==> config.mk <==
export PLATFORM = sky130hd
export DESIGN_NAME = hss_switch_control
export DESIGN_NICKNAME = d
export VERILOG_FILES = /design/src/include/hss_pkg.sv /design/src/hdl/hss_filter.sv /design/src/hdl/hss_switch_control.sv
export SDC_FILE = /design/constraint.sdc
export NUM_CORES = 1
export LEC_CHECK = 0
export ABC_AREA = 1
export BUFFER_PORTS_ARGS = -buffer_cell sky130_fd_sc_hd__clkbuf_2
export CORE_MARGIN = 2
export CORE_UTILIZATION = 40
export CTS_CLUSTER_DIAMETER = 50
export CTS_CLUSTER_SIZE = 10
export DETAILED_ROUTE_END_ITERATION = 7
export GPL_ROUTABILITY_DRIVEN = 0
export MAX_ROUTING_LAYER = met4
export PLACE_DENSITY = 0.57
export SYNTH_ARGS = -nofsm -noshare
export SYNTH_HDL_FRONTEND = slang
export SYNTH_SLANG_ARGS = --single-unit
==> constraint.sdc <==
create_clock -name clock -period 1.6 [get_ports clock]
set_input_delay 0.24 -clock clock [delete_from_list [all_inputs] [get_ports clock]]
set_output_delay 0.24 -clock clock [all_outputs]
set_load 0.01 [all_outputs]
==> src/include/hss_pkg.sv <==
/*
 * shared constants for the high-side switch control block: register map,
 * configuration codes, sbc mode encoding and filter times.
 * assumes a 40 MHz system clock and a 32-bit avalon-mm register port.
 */
package hss_pkg;
    localparam int CLOCK_HZ          = 40000000;
    localparam int NUM_CH            = 4;
    localparam int CFG_W             = 3;

    // filter times in microseconds, cycle counts derived from the clock
    localparam int OC_FILTER_US      = 16;
    localparam int OL_FILTER_US      = 64;
    localparam int OC_FILTER_CYC     = OC_FILTER_US * (CLOCK_HZ / 1000000);
    localparam int OL_FILTER_CYC     = OL_FILTER_US * (CLOCK_HZ / 1000000);

    // word offsets (byte addresses)
    localparam logic [3:0] ADDR_CTRL_A   = 4'h0;
    localparam logic [3:0] ADDR_CTRL_B   = 4'h4;
    localparam logic [3:0] ADDR_SUPPLY   = 4'h8;
    localparam logic [3:0] ADDR_OC_STAT  = 4'hC;
    localparam logic [3:0] ADDR_OL_STAT  = 4'h0;
    localparam logic [1:0] ADDR_HI_OL    = 2'h1;

    // supply config / status field positions
    localparam int BIT_OV_DIS        = 0;
    localparam int BIT_UV_DIS        = 1;
    localparam int BIT_REC_EN        = 2;
    localparam int BIT_OV_FLAG       = 8;
    localparam int BIT_UV_FLAG       = 9;

    // channel configuration codes
    localparam logic [2:0] CFG_OFF    = 3'h0;
    localparam logic [2:0] CFG_ON     = 3'h1;
    localparam logic [2:0] CFG_TIMER1 = 3'h2;
    localparam logic [2:0] CFG_TIMER2 = 3'h3;
    localparam logic [2:0] CFG_PWM1   = 3'h4;
    localparam logic [2:0] CFG_PWM2   = 3'h5;

    localparam logic [11:0] CTRL_RESET = 12'h000;

    typedef enum logic [2:0] {
        MODE_NORMAL,
        MODE_STOP,
        MODE_SLEEP,
        MODE_RESTART,
        MODE_FAILSAFE
    } hss_mode_type;
endpackage

==> src/hdl/hss_filter.sv <==
/*
 * persistence filter: output rises once the input has been high for
 * LIMIT consecutive cycles, falls at once when the input drops.
 * assumes a synchronous, already clean condition input.
 */
`timescale 1ns/1ps
module hss_filter
    import hss_pkg::*;
#(
    parameter int LIMIT = 640
) (
    // clock and reset
    input  wire logic clock,
    input  wire logic rst_b,
    // condition
    input  wire logic cond,
    output logic      persisted
);
    localparam int CW = $clog2(LIMIT + 1);

    logic [CW-1:0] count_reg;

    initial begin
        if (LIMIT < 1) begin
            $error("hss_filter LIMIT must be at least one");
        end
    end

    always_ff @(posedge clock) begin
        if (!rst_b || !cond) begin
            count_reg <= '0;
        end else if (count_reg != CW'(LIMIT)) begin
            count_reg <= count_reg + CW'(1);
        end
    end

    assign persisted = cond && (count_reg == CW'(LIMIT));
endmodule

==> src/hdl/hss_switch_control.sv <==
/*
 * high-side switch control: four channels, source selection, supply fault
 * shutdown and recovery, filtered over-current shutdown and open-load flags,
 * all behind an avalon-mm slave with waitrequest.
 * assumes sbc mode, comparator and generator inputs synchronous to clock.
 */
// The register offsets and register access over Avalon-MM were left to the implementer.
// Functional notes
// - output source: direct, timer or pwm
// - stop/sleep keep config, ignore writes; the code still accepts the flag-clear writes to the supply and status words
// - restart or fail-safe forces outputs off
// - over-voltage turns channels off unless disabled
// - channels return after over-voltage clears, if recovery
// - under-voltage turns channels off unless disabled
// - channels return after under-voltage clears, if recovery
// - auto return only with recovery bit one
// - no recovery: stay off, control cleared
// - supply faults only set supply flags
// - filtered over-current switches channel off
// - over-current sets flag, config to 000
// - over-current flags sticky until software clears
// - open load checked only while on
// - per-channel open-load flag, channel stays on
// - open-load flags sticky, clear once condition gone
// - over-current filter 16 us
// - open-load filter 64 us
`timescale 1ns/1ps
module hss_switch_control
    import hss_pkg::*;
#(
    parameter int CHANNELS = NUM_CH,
    parameter int OC_CYC   = OC_FILTER_CYC,
    parameter int OL_CYC   = OL_FILTER_CYC
) (
    // clock and reset
    input  wire logic         clock,
    input  wire logic         rst_b,
    // avalon-mm slave
    input  wire logic [3:0]   avsAddress,
    input  wire logic         avsRead,
    input  wire logic         avsWrite,
    input  wire logic [31:0]  avsWriteData,
    input  wire logic [3:0]   avsByteEnable,
    output logic [31:0]       avsReadData,
    output logic              avsWaitRequest,
    // chip mode
    input  wire hss_mode_type sbcMode,
    // supply comparators
    input  wire logic         supplyOverVolt,
    input  wire logic         supplyUnderVolt,
    // generators
    input  wire logic         timer1Out,
    input  wire logic         timer2Out,
    input  wire logic         pwm1Out,
    input  wire logic         pwm2Out,
    // per-channel current comparators
    input  wire logic [3:0]   overCurrent,
    input  wire logic [3:0]   underOpenLoad,
    // switch drives
    output logic [3:0]        highSideOutput
);
    initial begin
        if (CHANNELS != NUM_CH || OC_CYC < 1 || OL_CYC < 1) begin
            $error("hss_switch_control: unsupported parameters");
        end
    end

    // channel configuration fields, three bits each
    logic [CFG_W-1:0] chCfg_reg [NUM_CH];
    logic [2:0]       supplyCfg_reg;
    logic             ovFlag_reg;
    logic             uvFlag_reg;
    logic [3:0]       ocFlag_reg;
    logic [3:0]       olFlag_reg;
    logic [3:0]       drive_reg;
    logic [31:0]      readData_reg;
    logic             ack_reg;
    logic [3:0]       ocTrip;
    logic [3:0]       olTrip;
    logic [3:0]       chOn;
    logic             ovShut;
    logic             uvShut;
    logic             supplyShut;
    logic             cfgWritable;
    logic             forcedOff;
    logic             wrStrobe;
    logic             rdStrobe;

    function automatic logic srcLevel(input logic [CFG_W-1:0] cfg,
                                      input logic t1, input logic t2,
                                      input logic p1, input logic p2);
        case (cfg)
            CFG_ON:     srcLevel = 1'b1;
            CFG_TIMER1: srcLevel = t1;
            CFG_TIMER2: srcLevel = t2;
            CFG_PWM1:   srcLevel = p1;
            CFG_PWM2:   srcLevel = p2;
            default:    srcLevel = 1'b0;
        endcase
    endfunction

    // one wait state: answer on the cycle after the request appears
    assign wrStrobe       = avsWrite && ack_reg;
    assign rdStrobe       = avsRead && ack_reg;
    assign avsWaitRequest = (avsRead || avsWrite) && !ack_reg;
    assign avsReadData    = readData_reg;

    always_ff @(posedge clock) begin
        if (!rst_b) begin
            ack_reg <= 1'b0;
        end else begin
            ack_reg <= (avsRead || avsWrite) && !ack_reg;
        end
    end

    assign cfgWritable = (sbcMode == MODE_NORMAL);
    assign forcedOff   = (sbcMode == MODE_RESTART) ||
                         (sbcMode == MODE_FAILSAFE);

    assign ovShut     = supplyOverVolt && !supplyCfg_reg[BIT_OV_DIS];
    assign uvShut     = supplyUnderVolt && !supplyCfg_reg[BIT_UV_DIS];
    assign supplyShut = ovShut || uvShut;

    genvar g;
    generate
        for (g = 0; g < NUM_CH; g++) begin : gChan
            // filters see the raw condition only while the channel drives
            hss_filter #(.LIMIT(OC_CYC)) uOcFilt (
                .clock     (clock),
                .rst_b     (rst_b),
                .cond      (overCurrent[g] && drive_reg[g]),
                .persisted (ocTrip[g])
            );
            hss_filter #(.LIMIT(OL_CYC)) uOlFilt (
                .clock     (clock),
                .rst_b     (rst_b),
                .cond      (underOpenLoad[g] && drive_reg[g]),
                .persisted (olTrip[g])
            );
            assign chOn[g] = srcLevel(chCfg_reg[g], timer1Out, timer2Out,
                                      pwm1Out, pwm2Out);
        end
    endgenerate

    // channel configuration, register a holds ch1/ch2, b holds ch3/ch4
    always_ff @(posedge clock) begin
        if (!rst_b) begin
            for (int i = 0; i < NUM_CH; i++) begin
                chCfg_reg[i] <= CFG_OFF;
            end
        end else begin
            for (int i = 0; i < NUM_CH; i++) begin
                if (wrStrobe && cfgWritable && avsByteEnable[0] &&
                    avsAddress == ((i < 2) ? ADDR_CTRL_A : ADDR_CTRL_B)) begin
                    chCfg_reg[i] <= avsWriteData[(i % 2) * 4 +: CFG_W];
                end
                // shutdowns override a same-cycle write
                if (ocTrip[i]) begin
                    chCfg_reg[i] <= CFG_OFF;
                end else if (supplyShut && !supplyCfg_reg[BIT_REC_EN]) begin
                    chCfg_reg[i] <= CFG_OFF;
                end
            end
        end
    end

    always_ff @(posedge clock) begin
        if (!rst_b) begin
            supplyCfg_reg <= CTRL_RESET[2:0];
        end else if (wrStrobe && cfgWritable && avsByteEnable[0] &&
                     avsAddress == ADDR_SUPPLY) begin
            supplyCfg_reg <= avsWriteData[2:0];
        end
    end

    // output drive: recovery is implicit since config is kept
    always_ff @(posedge clock) begin
        if (!rst_b) begin
            drive_reg <= 4'h0;
        end else begin
            for (int i = 0; i < NUM_CH; i++) begin
                drive_reg[i] <= chOn[i] && !forcedOff && !supplyShut &&
                                !ocTrip[i];
            end
        end
    end

    assign highSideOutput = drive_reg;

    // sticky flags: hardware set wins over a same-cycle clear
    always_ff @(posedge clock) begin
        if (!rst_b) begin
            ovFlag_reg <= 1'b0;
            uvFlag_reg <= 1'b0;
        end else begin
            if (supplyOverVolt) begin
                ovFlag_reg <= 1'b1;
            end else if (wrStrobe && avsAddress == ADDR_SUPPLY &&
                         avsByteEnable[1] && avsWriteData[BIT_OV_FLAG]) begin
                ovFlag_reg <= 1'b0;
            end
            if (supplyUnderVolt) begin
                uvFlag_reg <= 1'b1;
            end else if (wrStrobe && avsAddress == ADDR_SUPPLY &&
                         avsByteEnable[1] && avsWriteData[BIT_UV_FLAG]) begin
                uvFlag_reg <= 1'b0;
            end
        end
    end

    always_ff @(posedge clock) begin
        if (!rst_b) begin
            ocFlag_reg <= 4'h0;
        end else begin
            for (int i = 0; i < NUM_CH; i++) begin
                if (ocTrip[i]) begin
                    ocFlag_reg[i] <= 1'b1;
                end else if (wrStrobe && avsAddress == ADDR_OC_STAT &&
                             avsByteEnable[0] && avsWriteData[i]) begin
                    ocFlag_reg[i] <= 1'b0;
                end
            end
        end
    end

    // open-load flags share the over-current status word, bits 11:8
    always_ff @(posedge clock) begin
        if (!rst_b) begin
            olFlag_reg <= 4'h0;
        end else begin
            for (int i = 0; i < NUM_CH; i++) begin
                if (olTrip[i]) begin
                    olFlag_reg[i] <= 1'b1;
                end else if (wrStrobe && avsAddress == ADDR_OC_STAT &&
                             avsByteEnable[1] && avsWriteData[8 + i]) begin
                    olFlag_reg[i] <= 1'b0;
                end
            end
        end
    end

    always_ff @(posedge clock) begin
        if (!rst_b) begin
            readData_reg <= 32'h0000_0000;
        end else if (rdStrobe || (avsRead && !ack_reg)) begin
            case (avsAddress)
                ADDR_CTRL_A:
                    readData_reg <= {25'h0, chCfg_reg[1], 1'b0, chCfg_reg[0]};
                ADDR_CTRL_B:
                    readData_reg <= {25'h0, chCfg_reg[3], 1'b0, chCfg_reg[2]};
                ADDR_SUPPLY:
                    readData_reg <= {22'h0, uvFlag_reg, ovFlag_reg,
                                     5'h00, supplyCfg_reg};
                ADDR_OC_STAT:
                    readData_reg <= {20'h0, olFlag_reg, 4'h0, ocFlag_reg};
                default:
                    readData_reg <= 32'h0000_0000;
            endcase
        end
    end

    // checks
    property p_oc_off;
        @(posedge clock) disable iff (!rst_b)
        ocTrip[1] |=> !highSideOutput[1] && chCfg_reg[1] == CFG_OFF;
    endproperty
    a_oc_off: assert property (p_oc_off) else $error("oc no shutdown");

    property p_oc_flag;
        @(posedge clock) disable iff (!rst_b)
        ocTrip[1] |=> ocFlag_reg[1];
    endproperty
    a_oc_flag: assert property (p_oc_flag) else $error("oc flag");

    property p_ol_stays;
        @(posedge clock) disable iff (!rst_b)
        olTrip[2] && chOn[2] && !forcedOff && !supplyShut && !ocTrip[2]
        |=> highSideOutput[2] && olFlag_reg[2];
    endproperty
    a_ol_stays: assert property (p_ol_stays) else $error("ol");

    property p_forced;
        @(posedge clock) disable iff (!rst_b)
        forcedOff |=> highSideOutput == 4'h0;
    endproperty
    a_forced: assert property (p_forced) else $error("forced off");

    property p_ov;
        @(posedge clock) disable iff (!rst_b)
        supplyOverVolt && !supplyCfg_reg[BIT_OV_DIS]
        |=> highSideOutput == 4'h0 && ovFlag_reg;
    endproperty
    a_ov: assert property (p_ov) else $error("ov shutdown");

    property p_uv;
        @(posedge clock) disable iff (!rst_b)
        supplyUnderVolt && !supplyCfg_reg[BIT_UV_DIS]
        |=> highSideOutput == 4'h0 && uvFlag_reg;
    endproperty
    a_uv: assert property (p_uv) else $error("uv shutdown");

    property p_norec;
        @(posedge clock) disable iff (!rst_b)
        supplyShut && !supplyCfg_reg[BIT_REC_EN] |=> chCfg_reg[3] == CFG_OFF;
    endproperty
    a_norec: assert property (p_norec) else $error("no recovery");

    property p_frozen;
        @(posedge clock) disable iff (!rst_b)
        !cfgWritable && !ocTrip[0] && !supplyShut |=> $stable(chCfg_reg[0]);
    endproperty
    a_frozen: assert property (p_frozen) else $error("cfg changed");

    property p_wait;
        @(posedge clock) disable iff (!rst_b)
        (avsRead || avsWrite) && avsWaitRequest |=> !avsWaitRequest;
    endproperty
    a_wait: assert property (p_wait) else $error("bus stall");

    property p_sup_flags;
        @(posedge clock) disable iff (!rst_b)
        supplyShut && ocTrip == 4'h0 && olTrip == 4'h0
        |=> (ocFlag_reg & ~$past(ocFlag_reg)) == 4'h0 &&
            (olFlag_reg & ~$past(olFlag_reg)) == 4'h0;
    endproperty
    a_sup_flags: assert property (p_sup_flags) else $error("flag set");

    property p_oc_sticky;
        @(posedge clock) disable iff (!rst_b)
        ocFlag_reg[1] && !(wrStrobe && avsAddress == ADDR_OC_STAT &&
                           avsByteEnable[0] && avsWriteData[1])
        |=> ocFlag_reg[1];
    endproperty
    a_oc_sticky: assert property (p_oc_sticky) else $error("oc lost");

    property p_ol_sticky;
        @(posedge clock) disable iff (!rst_b)
        olFlag_reg[2] && !(wrStrobe && avsAddress == ADDR_OC_STAT &&
                           avsByteEnable[1] && avsWriteData[10])
        |=> olFlag_reg[2];
    endproperty
    a_ol_sticky: assert property (p_ol_sticky) else $error("ol lost");

    c_oc: cover property (@(posedge clock) disable iff (!rst_b) ocTrip[1]);
    c_ol: cover property (@(posedge clock) disable iff (!rst_b) olTrip[2]);
    c_rec: cover property (@(posedge clock) disable iff (!rst_b)
        supplyShut && supplyCfg_reg[BIT_REC_EN] ##1 !supplyShut);
    c_refused: cover property (@(posedge clock) disable iff (!rst_b)
        wrStrobe && !cfgWritable);
    c_forced: cover property (@(posedge clock) disable iff (!rst_b)
        forcedOff && chOn != 4'h0);
endmodule

==> impl_metrics.yaml <==
clock_tree:
  post_cts_buffers: 0
  cts-root-buf: "clkbuf_16"
  htree_depth: 4
  tritoncts: "done"
  cts.repair.resized: 0
  clk-insertion-delay-late_ns: 0.42
  cts_buffers: 17
  holdBufCountCts: 0
  max-clock-path-buffers: 2
  cts.sinks: 129
  clkSlewWorstSetupHoldPaths_ns: 0.06
layout:
  layout.nets: 1092
  areaGrowthSynthToFinish_pct: 18.4
  ff_latch_area_um2: 2700
  fillers: 1650
  fraction_of_final_layout_cells_sized_beyond_drive_strength_1_pct: 11.7
  final_cell_count_without_fillers: 1246
  largest_register_ff_count: 48
  area_of_the_multi_input_gates_um2: 3100
synthesis:
  ys_async_sr_fraction_pct: 0
  yosys_warnings: 0
  yosys.cell_types.count: 31
  synth_cells: 927
  commonest_cells_in_the_synthesized_netlist: "nand2_1 (194), inv_1 (137), dfxtp_1 (117), nor2_1 (105), nand3_1 (86)"
  synth_area_per_cell_um2: 6.93
  synth_area_um2: 6420
  synthTopCellsByArea: "dfxtp_1 (36%), nand2_1 (11%), inv_1 (8.0%), nand3_1 (6.7%), a21oi_1 (6.3%)"
  synth_edf_count: 12
  ys_ff_latch: 129
  portion_of_the_post_synthesis_area_used_by_sequential_elements_pct: 42.1
  post-synth-top-area-cell: "dfxtp_1"
  ys.flop_type: "dfxtp_1"
  yosysTopAreaCellShare_pct: 36.5
  yosysMostFrequentCell: "nand2_1"
floorplan:
  rows: 46
  die_h_um: 131
  design.core.area_um2: 15800
  dieArea_um2: 17100
  top_level_ports: 98
  die_width_um: 131
  initial_core_util_pct: 40.7
global_route:
  groute.usage.overall_pct: 18.6
  grt_pass1_vias: 5302
  global_route.overflow_total: 0
  grt_first_pass_wirelength_um: 24200
  grt_antenna_before_repair: 2
  grt_max_degree: 17
setup_path:
  cp.required_ns: 1.73
  worst_setup_path_start_kind: "flop"
  crit_path_max_fanout: 4
  cp.arrival_ns: 1.62
  endpoint_kind: "flop"
  path_class: "flop to flop"
pwr:
  cellPowerDensity_nw_per_um2: 967
  ir_worst_vdd_mv: 0.958
  p_leak_nw: 3.03
sta:
  finalHoldWorstSlack_ns: 0.0869
  fmaxAchievable_ghz: 0.669
  final_critical_path_setup_slack_ns: 0.104
  final_max_slew_viol_count: 0
  post-route-period-util_pct: 93.5
  setup_total_negative_slack_ns: 0
  skew_ns: 0.00696
  setup_viol_count_final: 0
  grt_setup_unrepaired: "no"
  hold_viol: 0
  layout_min_cycle_time_ns: 1.50
routing:
  post_drt_via_cell_ratio: 4.74
  postRouteWirelength_um: 14700
  final_antenna_net_count: 0
  first_iter_violations: 282
  wl_per_cell_um: 11.8
  detailedRoute.firstPassIterationCount: 6
  num_vias: 5902
  drc_errors: 0
placed_design:
  post-dp-hpwl_um: 11400
  numPlacedInstances: 1212
  numPortBuffers: 53
  worst_slack_placed_ns: 0.0340
worst_hold_path:
  min-delay-path-class: "input pin to flop"
job:
  cap_viol_max_count: 0
outcome:
  run_status: "finished clean"
-- report_power, final --
part           total, W  internal (W)  leakage (nW)  switching, W
Combinational  0.000271     0.0000942          1.67      0.000177
Clock           0.00377       0.00232         0.290       0.00145
Sequential      0.00331       0.00329          1.07     0.0000238
-- worst max-delay path, cell delays in order (launching register included) --
cell and delay, ns:
dfxtp_1 0.33, inv_1 0.08, ha_1 0.14, nand3b_1 0.13, nor3_2 0.24, nand2_1 0.13, nand2_1 0.15
-- cell usage in the layout (no fill, tap or decap), drive strengths merged --
cell	synthesis	final
dfxtp	117	117
mux2i	1	1
clkbuf	1	71
inv	139	142
edfxtp	12	12
nor3	29	29
o22ai	3	3
xnor2	1	1
a31oi	3	3
o21a	5	5
o21ai	61	61
nand3	86	86
xor2	2	2
conb	1	21
and3	1	1
a21oi	81	81
nor4	1	1
clkinv	0	8
or2	2	2
nor2	113	113
nand2	194	194
nand3b	5	5
bufinv	0	2
buf	25	22
nor3b	2	2
diode	0	2
clkinvlp	0	1
ha	16	16
nand4	26	26
-- worst paths after layout --
check / cells past startpoint / from / slack (ns) / endpoint
worst min register to register: 1 / ack_reg / 0.45 / ack_reg
worst min-delay path: 4 / avsWriteData[11] / 0.09 / olFlag_reg[3]
worst max register to register: 6 / gChan[2].uOcFilt.count_reg[0] / 0.10 / chCfg_reg[2][0]
worst max-delay path: 6 / gChan[2].uOcFilt.count_reg[0] / 0.10 / chCfg_reg[2][0]
-- routing by layer --
| layer | vias to the layer above | wire (um) | global-route usage [%] |
|---|---|---|---|
| met5 | - | 0 | - |
| met4 | 0 | 182 | 6.01 |
| met3 | 15 | 609 | 5.58 |
| met2 | 84 | 6670 | 29.2 |
| met1 | 2632 | 7210 | 23.1 |
| li1 | 3171 | - | - |
-- area by class of cell --
| class | count | area share, % |
|---|---|---|
| diodes | 2 | 0.0658 |
| clock buffers | 18 | 5.77 |
| clock inverters | 14 | 1.81 |
| inverters | 139 | 6.86 |
| multi-input cells | 653 | 40.7 |
| flip-flops and latches | 129 | 35.5 |
| well taps | 216 | 3.55 |
| repair buffers | 75 | 5.66 |
-- cell families (layout without fill, tap and decap cells) --
kind of cell,count (synthesis),after routing,synth area share (%)
DFF,129,129,42.1
buffers and inverters,165,246,10.9
and+or+nand+nor,459,459,31.0
AOI/OAI and AO/OA,153,153,12.2
muxes,1,1,0.156
other,1,23,0.0584
adders and majority gates,16,16,3.12
xor gates and xnor gates,3,3,0.409
-- metrics by stage --
stage | utilization, % | instance area, um^2 | power (W)
finish | 48.2 | 7610 | 0.00736
global route | 48.2 | 7610 | 0.00763
CTS | 48.2 | 7600 | 0.00745
detailed placement | 44.5 | 7020 | 0.00366
global placement | 44.5 | 7020 | 0.00366
floorplan | - | 6500 | 0.00356
No activity file was read; power rests on OpenSTA's default activity.
